`config.mk`:
```
export PLATFORM = sky130hd
export DESIGN_NAME = rtc_osc_ctrl
export DESIGN_NICKNAME = d
export VERILOG_FILES = /design/src/core/rtc_pkg.sv /design/src/core/rtc_sync2.sv /design/src/core/rtc_timer.sv /design/src/core/rtc_osc_ctrl.sv
export SDC_FILE = /design/constraint.sdc
export NUM_CORES = 1
export LEC_CHECK = 0
export BUFFER_PORTS_ARGS = -buffer_cell sky130_fd_sc_hd__buf_2
export CORE_MARGIN = 3
export CORE_UTILIZATION = 35
export CTS_BUF_LIST = sky130_fd_sc_hd__clkbuf_8
export CTS_CLUSTER_DIAMETER = 30
export DETAILED_ROUTE_END_ITERATION = 10
export GPL_ROUTABILITY_DRIVEN = 0
export GPL_TIMING_DRIVEN = 0
export SLEW_MARGIN = 20
export SYNTH_ARGS = -nofsm -noshare
export SYNTH_HDL_FRONTEND = slang
export SYNTH_HIERARCHICAL = 1
export SYNTH_SLANG_ARGS = --single-unit
```
`constraint.sdc`:
```
create_clock -name ref_clk -period 2.9 [get_ports ref_clk]
set_clock_uncertainty 0.05 [all_clocks]
set_input_delay 0.58 -clock ref_clk [delete_from_list [all_inputs] [get_ports ref_clk]]
set_output_delay 0.58 -clock ref_clk [all_outputs]
set_load 0.05 [all_outputs]
```
`src/core/rtc_pkg.sv`:
```
// Shared constants and types for the real-time clock oscillator, detector and timer logic
package rtc_pkg;

	// ****************************************
	// Clock and timing
	// ****************************************
	localparam int CLK_MHZ         = 200;                          // ref_clk rate in MHz
	localparam int MCLK_TIMEOUT_NS = 100000;                       // Missing-clock timeout, ns
	localparam int MCLK_CYCLES     = MCLK_TIMEOUT_NS * CLK_MHZ / 1000;
	localparam int BLANK_US        = 2000;                         // Clock-valid blanking, us
	localparam int BLANK_CYCLES    = BLANK_US * CLK_MHZ;
	localparam int STEP_OSC_CYCLES = 64;                           // Oscillator cycles per step

	// ****************************************
	// Widths and reset values
	// ****************************************
	localparam int            LOAD_W    = 4;                       // Load capacitance code width
	localparam logic [3:0]    LOAD_MIN  = 4'h0;                    // Smallest load setting
	localparam logic [3:0]    LOAD_MAX  = 4'hf;                    // Largest load setting
	localparam int            TIMER_W   = 32;                      // Timer and compare width
	localparam logic [31:0]   TIMER_RST = 32'h0000_0000;           // Timer reset value

	// ****************************************
	// Types
	// ****************************************
	// Oscillator configuration bits
	typedef struct packed {
		logic       osc_enable;
		logic       xtal_mode;
		logic       agc_en;
		logic       bias_double_en;
		logic       auto_step_en;
		logic [3:0] load_cap_code;
	} osc_cfg_t;

	// Clock control bits
	typedef struct packed {
		logic missing_clk_det_en;
		logic timer_run;
		logic alarm_event_en;
		logic alarm_autoreset_bit;
	} clk_cfg_t;

	// Destination selection for one event source
	typedef struct packed {
		logic to_irq;
		logic to_wake;
		logic to_reset;
	} route_t;

	// Load capacitance stepping states
	typedef enum logic [1:0] {
		STEP_OFF  = 2'b00,
		STEP_RAMP = 2'b01,
		STEP_HOLD = 2'b10
	} step_state_t;

endpackage

```
`src/core/rtc_sync2.sv`:
```
// Two-flop synchroniser for asynchronous input pins
`timescale 1ns/1ps
module rtc_sync2 #(
	parameter int W = 1
) (
	input  wire logic         ref_clk,
	input  wire logic         rst_b,
	input  wire logic         clk_en,
	input  wire logic [W-1:0] d,
	output logic      [W-1:0] q
);

	// ****************************************
	// Synchroniser stages
	// ****************************************
	logic [W-1:0] meta;     // First stage, read only by the second

	// Two flops, frozen with the clock enable
	always_ff @(posedge ref_clk) begin
		if (!rst_b) begin
			meta <= '0;
			q    <= '0;
		end else if (clk_en) begin
			meta <= d;
			q    <= meta;
		end
	end

endmodule

```
`src/core/rtc_timer.sv`:
```
// 32-bit oscillator-driven timer with set, capture, alarm and auto-reset
`timescale 1ns/1ps
module rtc_timer (
	input  wire logic                 ref_clk,
	input  wire logic                 rst_b,
	input  wire logic                 clk_en,
	input  wire logic                 osc_tick,
	input  wire rtc_pkg::clk_cfg_t    clk_cfg,
	input  wire logic [31:0]          alarm_compare_value,
	input  wire logic                 capture_load,
	input  wire logic [31:0]          capture_wdata,
	input  wire logic                 timer_set_req,
	input  wire logic                 timer_capture_req,
	output logic      [31:0]          timer_value,
	output logic      [31:0]          capture_value,
	output logic                      alarm_flag,
	output logic                      set_busy,
	output logic                      capture_busy
);
	import rtc_pkg::*;

	// ****************************************
	// Next-count logic
	// ****************************************
	logic        ar_pend;       // Auto-reset due on next oscillator cycle
	logic [31:0] next_count;    // Counter value after this tick
	logic        next_alarm;    // Alarm flag value after this tick

	// Counter update priority: set, auto-reset, run
	always_comb begin
		next_count = timer_value;
		if (set_busy) begin
			next_count = capture_value;
		end else if (ar_pend) begin
			next_count = TIMER_RST;
		end else if (clk_cfg.timer_run) begin
			next_count = timer_value + 32'h0000_0001;
		end
		next_alarm = clk_cfg.alarm_event_en && (next_count == alarm_compare_value);
	end

	// ****************************************
	// Counter and alarm
	// ****************************************
	// Counter moves only on oscillator ticks
	always_ff @(posedge ref_clk) begin
		if (!rst_b) begin
			timer_value <= TIMER_RST;
		end else if (clk_en && osc_tick) begin
			timer_value <= next_count;
		end
	end

	// Alarm lasts one oscillator cycle while the timer runs, dropped at once when disabled
	always_ff @(posedge ref_clk) begin
		if (!rst_b) begin
			alarm_flag <= 1'b0;
		end else if (clk_en) begin
			if (!clk_cfg.alarm_event_en) begin
				alarm_flag <= 1'b0;
			end else if (osc_tick) begin
				alarm_flag <= next_alarm;
			end
		end
	end

	// Auto-reset armed when the alarm falls
	always_ff @(posedge ref_clk) begin
		if (!rst_b) begin
			ar_pend <= 1'b0;
		end else if (clk_en && osc_tick) begin
			ar_pend <= clk_cfg.alarm_autoreset_bit && alarm_flag && !next_alarm;
		end
	end

	// ****************************************
	// Set and capture requests
	// ****************************************
	// Request bits: a new request wins over the hardware clear
	always_ff @(posedge ref_clk) begin
		if (!rst_b) begin
			set_busy     <= 1'b0;
			capture_busy <= 1'b0;
		end else if (clk_en) begin
			set_busy     <= timer_set_req | (set_busy & ~osc_tick);
			capture_busy <= timer_capture_req | (capture_busy & ~osc_tick);
		end
	end

	// Capture register: software load, else snapshot on tick
	always_ff @(posedge ref_clk) begin
		if (!rst_b) begin
			capture_value <= TIMER_RST;
		end else if (clk_en) begin
			if (capture_load) begin
				capture_value <= capture_wdata;
			end else if (osc_tick && capture_busy && !set_busy) begin
				capture_value <= timer_value;
			end
		end
	end

endmodule

```
`src/core/rtc_osc_ctrl.sv`:
```
// Top of the real-time clock: oscillator control, detectors, timer and event routing
`timescale 1ns/1ps

// Function
// - Sixteen load codes, zero smallest, fifteen largest.
// - Auto stepping starts smallest, ramps to final code.
// - Load-ready flag set once final code applied.
// - Bias doubling follows its control bit.
// - Missing-clock detector runs only when enabled.
// - Failure flag when oscillator stuck past timeout.
// - Missing-clock timeout routable to irq, wake, reset.
// - Amplitude detector readable as clock-valid status.
// - Clock-valid forced invalid during startup blanking.
// - 32-bit counter advances per oscillator cycle when running.
// - Alarm event routable to irq, wake, reset.
// - Auto-reset clears counter cycle after alarm falls.
// - Alarm bit written one enables auto-reset.
// - Alarm when counter equals compare value.
// - Alarm cleared on disable, lasts one cycle when running.
// - Set and capture transfers, bits self-clear.
module rtc_osc_ctrl #(
	parameter int MCLK_CYC  = rtc_pkg::MCLK_CYCLES,
	parameter int BLANK_CYC = rtc_pkg::BLANK_CYCLES,
	parameter int STEP_CYC  = rtc_pkg::STEP_OSC_CYCLES
) (
	input  wire logic                 ref_clk,
	input  wire logic                 rst_b,
	input  wire logic                 clk_en,
	input  wire logic                 osc_clk_pin,
	input  wire logic                 amp_detect_pin,
	input  wire rtc_pkg::osc_cfg_t    osc_cfg,
	input  wire rtc_pkg::clk_cfg_t    clk_cfg,
	input  wire rtc_pkg::route_t      fail_route,
	input  wire rtc_pkg::route_t      alarm_route,
	input  wire logic                 osc_fail_clr,
	input  wire logic [31:0]          alarm_compare_value,
	input  wire logic                 capture_load,
	input  wire logic [31:0]          capture_wdata,
	input  wire logic                 timer_set_req,
	input  wire logic                 timer_capture_req,
	output logic      [3:0]           applied_load_cap,
	output logic                      load_ready_flag,
	output logic                      bias_double_out,
	output logic                      agc_out,
	output logic                      osc_fail_flag,
	output logic                      clock_valid_status,
	output logic      [31:0]          timer_value,
	output logic      [31:0]          capture_value,
	output logic                      alarm_flag,
	output logic                      set_busy,
	output logic                      capture_busy,
	output logic                      irq_req,
	output logic                      wake_req,
	output logic                      reset_req
);
	import rtc_pkg::*;

	// ****************************************
	// Elaboration checks
	// ****************************************
	if (MCLK_CYC < 2) begin : g_bad_mclk
		$error("MCLK_CYC must be at least 2");
	end
	if (BLANK_CYC < 1) begin : g_bad_blank
		$error("BLANK_CYC must be at least 1");
	end
	if (STEP_CYC < 1) begin : g_bad_step
		$error("STEP_CYC must be at least 1");
	end

	// ****************************************
	// Counter widths and limits
	// ****************************************
	localparam int MW = $clog2(MCLK_CYC + 1);     // Missing-clock counter width
	localparam int BW = $clog2(BLANK_CYC + 1);    // Blanking counter width
	localparam int SW = $clog2(STEP_CYC + 1);     // Step divider width
	localparam logic [MW-1:0] MCLK_LAST = MW'(MCLK_CYC - 1);
	localparam logic [MW-1:0] MCLK_FULL = MW'(MCLK_CYC);
	localparam logic [BW-1:0] BLANK_END = BW'(BLANK_CYC);
	localparam logic [SW-1:0] STEP_LAST = SW'(STEP_CYC - 1);

	// ****************************************
	// Pin synchronisation and edge detection
	// ****************************************
	logic [1:0] pin_sync;       // {amplitude detect, oscillator level}, synchronised
	logic       osc_lvl;        // Synchronised oscillator level
	logic       osc_lvl_d;      // Oscillator level one cycle earlier
	logic       osc_tick;       // One pulse per oscillator rising edge
	logic       osc_change;     // Oscillator level moved this cycle
	logic       amp_ok;         // Synchronised amplitude detector

	// Both analog-side pins cross into ref_clk here
	rtc_sync2 #(
		.W (2)
	) u_sync (
		.ref_clk (ref_clk),
		.rst_b   (rst_b),
		.clk_en  (clk_en),
		.d       ({amp_detect_pin, osc_clk_pin}),
		.q       (pin_sync)
	);

	assign osc_lvl = pin_sync[0];
	assign amp_ok  = pin_sync[1];

	// Delayed copy of the synchronised level for edge detection
	always_ff @(posedge ref_clk) begin
		if (!rst_b) begin
			osc_lvl_d <= 1'b0;
		end else if (clk_en) begin
			osc_lvl_d <= osc_lvl;
		end
	end

	assign osc_tick   = osc_lvl & ~osc_lvl_d;
	assign osc_change = osc_lvl ^ osc_lvl_d;

	// ****************************************
	// Load capacitance stepping
	// ****************************************
	step_state_t step_state;    // Stepping state
	logic [SW-1:0] step_cnt;    // Oscillator cycles since last step
	logic [3:0]    final_code;  // Programmed final load code

	assign final_code = osc_cfg.load_cap_code;

	// Ramp from the smallest code up to the final one
	always_ff @(posedge ref_clk) begin
		if (!rst_b) begin
			step_state       <= STEP_OFF;
			applied_load_cap <= LOAD_MIN;
			step_cnt         <= '0;
		end else if (clk_en) begin
			unique case (step_state)
				STEP_OFF: begin
					// Oscillator off: park at start point
					step_cnt         <= '0;
					applied_load_cap <= osc_cfg.auto_step_en ? LOAD_MIN : final_code;
					if (osc_cfg.osc_enable) begin
						step_state <= osc_cfg.auto_step_en ? STEP_RAMP : STEP_HOLD;
					end
				end
				STEP_RAMP: begin
					if (!osc_cfg.osc_enable) begin
						step_state <= STEP_OFF;
					end else if (applied_load_cap >= final_code) begin
						// Reached, or code lowered below applied value
						applied_load_cap <= final_code;
						step_state       <= STEP_HOLD;
					end else if (osc_tick) begin
						// Raise one code per step interval
						if (step_cnt == STEP_LAST) begin
							step_cnt         <= '0;
							applied_load_cap <= applied_load_cap + 4'h1;
						end else begin
							step_cnt <= step_cnt + SW'(1);
						end
					end
				end
				STEP_HOLD: begin
					if (!osc_cfg.osc_enable) begin
						step_state <= STEP_OFF;
					end else if (osc_cfg.auto_step_en && final_code > applied_load_cap) begin
						// Higher code while running ramps again
						step_cnt   <= '0;
						step_state <= STEP_RAMP;
					end else begin
						applied_load_cap <= final_code;
					end
				end
				default: begin
					step_state <= STEP_OFF;
				end
			endcase
		end
	end

	// Ready once the applied code equals the programmed code
	always_ff @(posedge ref_clk) begin
		if (!rst_b) begin
			load_ready_flag <= 1'b0;
		end else if (clk_en) begin
			load_ready_flag <= (step_state == STEP_HOLD) && (applied_load_cap == final_code);
		end
	end

	// ****************************************
	// Bias and gain controls
	// ****************************************
	// Analog controls registered from configuration
	always_ff @(posedge ref_clk) begin
		if (!rst_b) begin
			bias_double_out <= 1'b0;
			agc_out         <= 1'b0;
		end else if (clk_en) begin
			bias_double_out <= osc_cfg.bias_double_en;
			agc_out         <= osc_cfg.agc_en & osc_cfg.xtal_mode;
		end
	end

	// ****************************************
	// Missing-clock detector
	// ****************************************
	logic [MW-1:0] mclk_cnt;    // Cycles with oscillator level unchanged
	logic          fail_hit;    // Timeout reached this cycle

	// Stuck-level timeout fires once, then the counter saturates
	assign fail_hit = clk_cfg.missing_clk_det_en && !osc_change && (mclk_cnt == MCLK_LAST);

	// Count while enabled and the level holds
	always_ff @(posedge ref_clk) begin
		if (!rst_b) begin
			mclk_cnt <= '0;
		end else if (clk_en) begin
			if (!clk_cfg.missing_clk_det_en || osc_change) begin
				mclk_cnt <= '0;
			end else if (mclk_cnt != MCLK_FULL) begin
				mclk_cnt <= mclk_cnt + MW'(1);
			end
		end
	end

	// Failure flag: a new timeout wins over a clear
	always_ff @(posedge ref_clk) begin
		if (!rst_b) begin
			osc_fail_flag <= 1'b0;
		end else if (clk_en) begin
			osc_fail_flag <= fail_hit | (osc_fail_flag & ~osc_fail_clr);
		end
	end

	// ****************************************
	// Crystal valid detector with blanking
	// ****************************************
	logic [BW-1:0] blank_cnt;   // Cycles since oscillator switch-on

	// Blanking restarts each time the oscillator is switched off
	always_ff @(posedge ref_clk) begin
		if (!rst_b) begin
			blank_cnt <= '0;
		end else if (clk_en) begin
			if (!osc_cfg.osc_enable) begin
				blank_cnt <= '0;
			end else if (blank_cnt != BLANK_END) begin
				blank_cnt <= blank_cnt + BW'(1);
			end
		end
	end

	// Status shows the amplitude detector only after blanking
	always_ff @(posedge ref_clk) begin
		if (!rst_b) begin
			clock_valid_status <= 1'b0;
		end else if (clk_en) begin
			clock_valid_status <= osc_cfg.osc_enable && (blank_cnt == BLANK_END) && amp_ok;
		end
	end

	// ****************************************
	// Timer and alarm
	// ****************************************
	rtc_timer u_timer (
		.ref_clk             (ref_clk),
		.rst_b               (rst_b),
		.clk_en              (clk_en),
		.osc_tick            (osc_tick),
		.clk_cfg             (clk_cfg),
		.alarm_compare_value (alarm_compare_value),
		.capture_load        (capture_load),
		.capture_wdata       (capture_wdata),
		.timer_set_req       (timer_set_req),
		.timer_capture_req   (timer_capture_req),
		.timer_value         (timer_value),
		.capture_value       (capture_value),
		.alarm_flag          (alarm_flag),
		.set_busy            (set_busy),
		.capture_busy        (capture_busy)
	);

	// ****************************************
	// Event routing
	// ****************************************
	logic alarm_d;              // Alarm flag one cycle earlier
	logic alarm_rise;           // Alarm event pulse

	// Edge of the alarm flag gives a one-cycle event
	always_ff @(posedge ref_clk) begin
		if (!rst_b) begin
			alarm_d <= 1'b0;
		end else if (clk_en) begin
			alarm_d <= alarm_flag;
		end
	end

	assign alarm_rise = alarm_flag & ~alarm_d;

	// Route each event to the selected destinations
	always_ff @(posedge ref_clk) begin
		if (!rst_b) begin
			irq_req   <= 1'b0;
			wake_req  <= 1'b0;
			reset_req <= 1'b0;
		end else if (clk_en) begin
			irq_req   <= (fail_hit & fail_route.to_irq)   | (alarm_rise & alarm_route.to_irq);
			wake_req  <= (fail_hit & fail_route.to_wake)  | (alarm_rise & alarm_route.to_wake);
			reset_req <= (fail_hit & fail_route.to_reset) | (alarm_rise & alarm_route.to_reset);
		end
	end

endmodule

```
* Word level (Yosys, flattened, before mapping)
Index checks and enable logic that the tools add are counted.
Operators by class: $add $sub $neg 5, mux-type cells 33, magnitude comparators 2, bitwise gates (word level) 23, equality and inequality tests 22, reductions and logical operators 28
Operator list (count):
- 32-bit two-way mux | 5
- 7-bit two-way mux | 6
- 19-bit two-way mux | 2
- 32-bit by 1-bit adder with 32-bit output, second input constant | 1
- 32-bit == test | 1
- 15-bit two-way mux | 2
- 4-bit two-way mux | 7
- 7-bit one-hot mux with 3 select lines | 1
- 19-bit by 1-bit adder with 19-bit output, second input constant | 1
- 19-bit == test, second input constant | 1
- 19-bit inequality test, second input constant | 1
- 15-bit by 1-bit adder with 15-bit output, second input constant | 1
- 15-bit == test, second input constant | 1
- 15-bit inequality test, second input constant | 1
- 7-bit AND reduction | 2
- 1-bit AND | 12
- 1-bit logical AND | 12
- 2-bit two-way mux | 6
- 2-bit inequality test, second input constant | 6
- 4-bit one-hot mux with 3 select lines | 1
- 3-bit inequality test, second input constant | 3
- 2-bit AND reduction | 4
- 7-bit by 1-bit adder with 7-bit output, second input constant | 1
- 7-bit by 6-bit == test with 1-bit output, second input constant | 1
- other kinds (19) | 34
Storage, ports and cells: output and inout port bits 79, register bits 129, input bits 92, logic and storage cells 136

* Longest topological paths before layout
Gate-level depths: netlist of the first run.
depth in word-level cells 8, mapped depth 12, depth with buffers taken out 9

* Hierarchy
The synthesis of the first run kept the hierarchy.
Modules (own cells, without submodules):
- rtc_timer | times used 1, area each 5688.0 um^2, seq. area each 1361.3 um^2, cells each 775
- rtc_osc_ctrl | times used 1, area each 3143.0 um^2, seq. area each 1141.1 um^2, cells each 380
- rtc_sync2 | times used 1, area each 156.4 um^2, seq. area each 80.1 um^2, cells each 13

* Worst setup path after synthesis of the first run
OpenSTA, ideal clock, no wires.
kind register -> register, start point register u_timer.timer_value[1], end point register u_timer.ar_pend, stages on the path, launching flop included 11, path slack -0.228 ns, period minus slack after synthesis 3.128 ns, setup time 0.128 ns, arrival time 2.950 ns, data required time 2.722 ns, buffers on the path 1, path through dfxtp_1 -> ha_1 -> nand4_2 -> or3_1 -> buf_2 -> nor2_1 -> mux2_2 -> a221oi_1 -> nand4b_1 -> nor4_2 -> o21ai_0
On the way: longest elaborated chain between the ends 8
RTL lines:
- start: declaration | RTL line rtc_timer.sv:14 | output logic [31:0] timer_value,
- start signal: assignment | RTL line rtc_timer.sv:50 | timer_value <= next_count;
- 32-bit by 1-bit adder with 32-bit output | RTL line rtc_timer.sv:37 | next_count = timer_value + 32'h0000_0001;
- 32-bit two-way mux * | RTL line rtc_timer.sv:36 | end else if (clk_cfg.timer_run) begin
- 32-bit two-way mux * | RTL line rtc_timer.sv:34 | end else if (ar_pend) begin
- 32-bit two-way mux * | RTL line rtc_timer.sv:32 | if (set_busy) begin
- 32-bit == test * | RTL line rtc_timer.sv:39 | next_alarm = clk_cfg.alarm_event_en && (next_count == alarm_compare_value);
- 1-bit logical AND * | RTL line rtc_timer.sv:39
- 1-bit logical NOT * | RTL line rtc_timer.sv:72 | ar_pend <= clk_cfg.alarm_autoreset_bit && alarm_flag && !next_alarm;
- 1-bit logical AND * | RTL line rtc_timer.sv:72
- end signal: assignment | RTL line rtc_timer.sv:72
- end: declaration | RTL line rtc_timer.sv:25 | logic ar_pend;
Every way passes the cells marked *; elsewhere a longest branch is shown, timed or not. A chain may end at the register's enable or synchronous reset.

* Worst setup path after layout of the first run
start point register u_timer.set_busy, end point register u_timer.ar_pend
On the way: longest elaborated chain between the ends 5
RTL lines:
- start: declaration | RTL line rtc_timer.sv:17 | output logic set_busy,
- start signal: assignment | RTL line rtc_timer.sv:85 | set_busy <= timer_set_req | (set_busy & ~osc_tick);
- 32-bit two-way mux | RTL line rtc_timer.sv:32
- 32-bit == test | RTL line rtc_timer.sv:39
- 1-bit logical AND | RTL line rtc_timer.sv:39
- 1-bit logical NOT | RTL line rtc_timer.sv:72
- 1-bit logical AND | RTL line rtc_timer.sv:72
No other way between the ends.

==> results_dict.tcl, run 1 <==
set metrics [dict create \
    grt_usage_pct 25.7 \
    grt_use_met2_pct 40.5 \
    crit_type "reg -> reg" \
    synth_edf_count 0 \
    grt_pass1_wl_mm 56.2 \
    synth_flop_cell "dfxtp_1" \
    start_util_pct 35.7 \
    clkTransAtPathRegs_ns 0.08 \
    synth_cells 1168 \
    globalRouteOverflowTotal 0 \
    finalSetupTns_ns -0.144 \
    place_ws_ns -0.953 \
    htreeDepth 4 \
    cts_tree "built" \
    setup_ws_ns -0.112 \
    portBuffers 168 \
    worstMarginPinSlew_ns 1.07 \
    worst_setup_path_start_kind "flip-flop" \
    synth_warnings 6 \
    status "finished, violations left" \
    wl_per_cell_um 21.8 \
    drive_gt1_share_pct 23.0 \
    wirelength_mm 37.0 \
    cts_num_sinks 129 \
    rsz0062_at_grt "true" \
    failed_checks "setup timing" \
    grt_max_degree 17 \
    p_leak_nw 4.18 \
    antenna_found_initial 1 \
    grt_use_met1_pct 32.8 \
    clk_path_buf_depth 2 \
    pin_count 171 \
    rows 58 \
    clockRootBuffer "clkbuf_8" \
    hold_violations 0 \
    finalPower_w 0.00429 \
    drt_first_pass_iters 6 \
    clk_latency_ns 0.46 \
    utilization_pct 43.5 \
    cellPowerDensity_nw_per_um2 392 \
    syn_nets 1276 \
    min_path_type "in -> reg" \
    setup_viol 2 \
    busiest_layer "met2" \
    post-route-min-period_ns 3.01 \
    cp_max_fo 10 \
    cp_data_required_time_ns 3.18 \
    cts_made_buffers 17 \
    fillers 2607 \
    area_delta_synth_final_pct 21.8 \
    maxSlewViolCount 0 \
    fin_crit_sh_pct 104 \
    nets 1465 \
    die_h_um 166 \
    syn-cell-area_um2 8990 \
    relSlewSlack_pct 28.3 \
    final_cell_mix "buf_2, nor2_1, dfxtp_1, nand2_1, o21ai_0" \
    ys_seq_area_share_pct 28.7 \
    via_per_inst 6.14 \
    hpwl_mm 27.3 \
    hold_buffers 0 \
    arrival_ns 3.29 \
    layout_commonest_cell "buf_2" \
    grt_use_met3_pct 6.00 \
    endpoint_kind "flip-flop" \
    hold_ws_ns 0.333 \
    drc 0 \
    core_um2 25200 \
    async_flop_share_pct 0 \
    ys_ff_latch 129 \
    vdd_ir_drop_max_uv 270 \
    avgSynthCellArea_um2 7.69 \
    drt_iter0_drc 1212 \
    maxCapViolations 0 \
    vias 10400 \
    die_w_um 166 \
    die_area_um2 27600 \
    final_antenna_net_count 0 \
    grt_pass1_vias 9763 \
    ys_types 89 \
    max_freq_mhz 332 \
]
[worst paths after layout]
kind                                       end                           from  slack [ns]  cells after the start
setup / recovery  u_timer/ar_pend$_SDFFE_PN0P_  u_timer/set_busy$_SDFFE_PN0P_       -0.11                      9
hold / removal    bias_double_out$_SDFFE_PN0P_                     osc_cfg[5]        0.33                      3
setup reg to reg  u_timer/ar_pend$_SDFFE_PN0P_  u_timer/set_busy$_SDFFE_PN0P_       -0.11                      9
hold reg to reg       step_cnt[6]$_SDFFE_PN0P_       step_cnt[6]$_SDFFE_PN0P_        0.41                      2
[kinds of logic after synthesis]
family                     count (synthesis)  synth area share (%)
xor gates and xnor gates                  47                  4.58
muxes                                     49                  5.54
DFF                                      129                  28.7
and+or+nand+nor                          504                  30.2
buffers and inverters                    125                  5.85
adders and majority gates                 16                  2.23
AOI/OAI and AO/OA                        298                  22.9
[power breakdown]
group | internal, W | switching (W) | leakage, nW
Sequential | 0.00182 | 0.0000683 | 1.05
Combinational | 0.000291 | 0.000625 | 2.94
Clock | 0.000707 | 0.000778 | 0.188
Total | 0.00282 | 0.00147 | 4.18
[per-layer routing]
metal / vias to the layer above / share of wire (%)
met3: 159 / 10
li1: 4729 / -
met2: 653 / 44
met4: 0 / 5.2
met1: 4892 / 40
met5: - / 0
[critical path, cell delays in order, from the launching register on]
cell and delay (ns):
dfxtp_1 0.44, buf_4 0.24, buf_4 0.25, o311ai_0 0.28
a221oi_1 0.43, nand4_1 0.18, nor4_1 0.37, nand4_1 0.31
a32oi_1 0.23, o21ai_0 0.10
[through the flow]
step | instances | instance area (µm²)
2_1_floorplan | 1168 | 9000
3_3_place_gp | 1666 | 10200
3_5_place_dp | 1666 | 10200
4_1_cts | 1694 | 10800
5_1_grt | 1699 | 10900
6_report | 1699 | 10900
[state kept, by name, indices dropped and copies added (netlist names), 2 cells and up]
signal / flops
u_sync/meta: 2
mclk_cnt: 15
u_timer/capture_value: 32
u_timer/timer_value: 32
step_state: 2
step_cnt: 7
blank_cnt: 19
u_sync/q: 2
applied_load_cap: 4
[timing repair]
action,CTS,global route
endpoints found under the setup margin,54,42
buffers inserted,5,6
pin swaps,8,12
gates resized for setup,42,48
[cell usage after synthesis, types with 19 or more instances]
| cell type | instances | area, µm² |
|---|---|---|
| dfxtp_1 | 129 | 2580 |
| nand2_1 | 112 | 420 |
| o21ai_0 | 63 | 315 |
| a22oi_1 | 20 | 150 |
| xnor2_1 | 29 | 254 |
| clkbuf_1 | 57 | 214 |
| a21oi_1 | 49 | 245 |
| a211oi_1 | 36 | 270 |
| nand3_1 | 40 | 200 |
| o211ai_1 | 19 | 143 |
| nor2b_1 | 24 | 150 |
| or3_1 | 19 | 119 |
| nor3_1 | 29 | 145 |
| nor2_1 | 124 | 465 |
| mux2i_1 | 43 | 430 |
| and3_1 | 19 | 119 |
| inv_1 | 37 | 139 |
| nand4_1 | 35 | 219 |
[layout make-up]
class                           count  area [µm²]  area share, %
Timing Repair Buffer              179         923           8.43
Clock inverter                     11        92.6          0.846
Antenna cell                        1        2.50         0.0229
Multi-Input combinational cell    914        6090           55.6
Buffer                             78         420           3.84
Tap cell                          330         413           3.77
Inverter                           38         143           1.30
Clock buffer                       19         262           2.39
Sequential cell                   129        2600           23.8
Power figures use the tool's default switching activity.
==> run 2, diff against run 1 <==
--- a/config.mk
+++ b/config.mk
@@ -9,7 +9,6 @@
 export CORE_MARGIN = 3
 export CORE_UTILIZATION = 35
 export CTS_BUF_LIST = sky130_fd_sc_hd__clkbuf_8
-export CTS_CLUSTER_DIAMETER = 30
 export DETAILED_ROUTE_END_ITERATION = 10
 export GPL_ROUTABILITY_DRIVEN = 0
 export GPL_TIMING_DRIVEN = 0
==> constraint.sdc (replaced) <==
create_clock -name ref_clk -period 3.1 [get_ports ref_clk]
set_clock_uncertainty 0.05 [all_clocks]
set_input_delay 0.62 -clock ref_clk [delete_from_list [all_inputs] [get_ports ref_clk]]
set_output_delay 0.62 -clock ref_clk [all_outputs]
set_load 0.005 [all_outputs]
==> results_dict.tcl, run 2 (synthesized netlist as in run 1, its figures left out) <==
set metrics [dict create \
    status "complete, no violations" \
    cp_data_required_time_ns 3.39 \
    globalRouteOverflowTotal 0 \
    wl_per_cell_um 21.6 \
    grt_usage_pct 25.5 \
    arrival_ns 3.38 \
    vdd_ir_drop_max_uv 241 \
    rsz0062_at_grt "true" \
    r2r-start "u_timer/ar_pend$_SDFFE_PN0P_" \
    rows 58 \
    antenna_found_initial 0 \
    clk_path_buf_depth 2 \
    final_cell_mix "buf_2, dfxtp_1, nor2_1, nand2_1, o21ai_0" \
    rrSetupSlack_ns 0.01 \
    fin_crit_sh_pct 99.7 \
    vias 10300 \
    hold_violations 0 \
    r2r_end "u_timer/timer_value[13]$_SDFFE_PN0P_" \
    relSlewSlack_pct 20.8 \
    die_area_um2 27600 \
    startpoint "u_timer/ar_pend$_SDFFE_PN0P_" \
    die_w_um 166 \
    nets 1466 \
    worst_setup_path_start_kind "flip-flop" \
    setup_viol 0 \
    endpoint_kind "flip-flop" \
    drt_iter0_drc 1171 \
    clockRootBuffer "clkbuf_8" \
    drc 0 \
    post-route-min-period_ns 3.09 \
    cts_tree "built" \
    drt_first_pass_iters 6 \
    crit_type "reg -> reg" \
    crit_end "u_timer/timer_value[13]$_SDFFE_PN0P_" \
    cts_num_sinks 129 \
    htreeDepth 4 \
    start_util_pct 35.7 \
    via_per_inst 6.04 \
    r2r.worst_path.cells 8 \
    hpwl_mm 27.1 \
    diodes 0 \
    layout_commonest_cell "buf_2" \
    portBuffers 168 \
    grt_pass1_vias 9618 \
    hold_buffers 0 \
    worstMarginPinSlew_ns 1.18 \
    cts_made_buffers 17 \
    clkTransAtPathRegs_ns 0.10 \
    drive_gt1_share_pct 22.1 \
    maxSlewViolCount 0 \
    grt_pass1_wl_mm 55.7 \
    max_freq_mhz 324 \
    maxCapViolations 0 \
    cellPowerDensity_nw_per_um2 382 \
    wirelength_mm 36.8 \
    finalSetupTns_ns 0 \
    area_delta_synth_final_pct 21.1 \
    p_leak_nw 4.17 \
    grt_max_degree 17 \
    pin_count 171 \
    clk_latency_ns 0.48 \
    final_antenna_net_count 0 \
    cp_max_fo 10 \
    die_h_um 166 \
    core_um2 25200 \
    min_path_type "in -> reg" \
    hold_ws_ns 0.352 \
    reg.largest.list "u_timer/capture_value x32, u_timer/timer_value x32, blank_cnt x19" \
]
==> run 2: cell types whose count changed in the layout (fill, tap and decap cells not counted), moves of 5 or more <==
cell / previous run / this run
buf_2: 175 / 186
clkbuf_4: 12 / 6
clkbuf_1: 40 / 45
dfxtp_2: 8 / 3
buf_4: 15 / 6
dfxtp_1: 118 / 125
==> run 2: worst min-delay path by stage <==
stage / slack [ns] / start / end / cells after the start
after floorplan: 0.38 / step_cnt[6]$_SDFFE_PN0P_ / step_cnt[6]$_SDFFE_PN0P_ / 2
after global placement: 0.38 / step_cnt[6]$_SDFFE_PN0P_ / step_cnt[6]$_SDFFE_PN0P_ / 2
after detailed placement: 0.39 / step_cnt[6]$_SDFFE_PN0P_ / step_cnt[6]$_SDFFE_PN0P_ / 2
after CTS: 0.34 / fail_route[2] / irq_req$_SDFFE_PN0P_ / 3
after global routing: 0.34 / fail_route[2] / irq_req$_SDFFE_PN0P_ / 3
final: 0.35 / fail_route[1] / wake_req$_SDFFE_PN0P_ / 3
==> run 2: final cells by class <==
class                      count  area [µm²]
buffer                        84         403
clock buffer                  17         234
clock inverter                15         196
fill                        2610       14300
inverter                      38         143
multi-input combinational    914        6020
sequential                   129        2590
tap                          330         413
timing repair buffer         174         886
==> run 2: what timing repair did <==
item	4_1_cts	5_1_grt
cloned	0	0
buffers inserted	1	5
setup endpoints to repair	28	19
resized for setup	18	39
pin swaps	1	6
==> run 2: metrics by stage <==
stage	total power [W]	cell area, µm²	instances	utilization, %	setup WS [ns]
global route	0.00430	10900	1701	43.2	-0.0390
floorplan	0.00218	8990	1168	-	0.359
CTS	0.00414	10700	1696	42.6	0.00378
global placement	0.00248	10200	1666	40.7	-0.836
detailed placement	0.00249	10200	1666	40.7	-0.717
finish	0.00416	10900	1701	43.2	0.00979
==> run 2: power breakdown <==
part	switching, W	internal [W]
combinational	0.000452	0.000264
sequential	0.0000631	0.00170
clock	0.000856	0.000823
==> run 2: worst max-delay path, cell delays in order, from the launching register on <==
cell and delay (ns):
dfxtp_2 0.51, or2_2 0.26, buf_2 0.30, clkbuf_4 0.32, buf_2 0.30, clkbuf_1 0.66, o21ai_0 0.19, a22oi_1 0.30
nor2_1 0.07
==> run 2: metal layers <==
| layer | part of all wire (%) | vias to the layer above | global-route usage [%] |
|---|---|---|---|
| li1 | - | 4727 | - |
| met1 | 40 | 4753 | 32.2 |
| met2 | 44 | 644 | 41.4 |
| met3 | 11 | 144 | 6.12 |
| met4 | 5.1 | 0 | 11.5 |
| met5 | 0 | - | 0 |
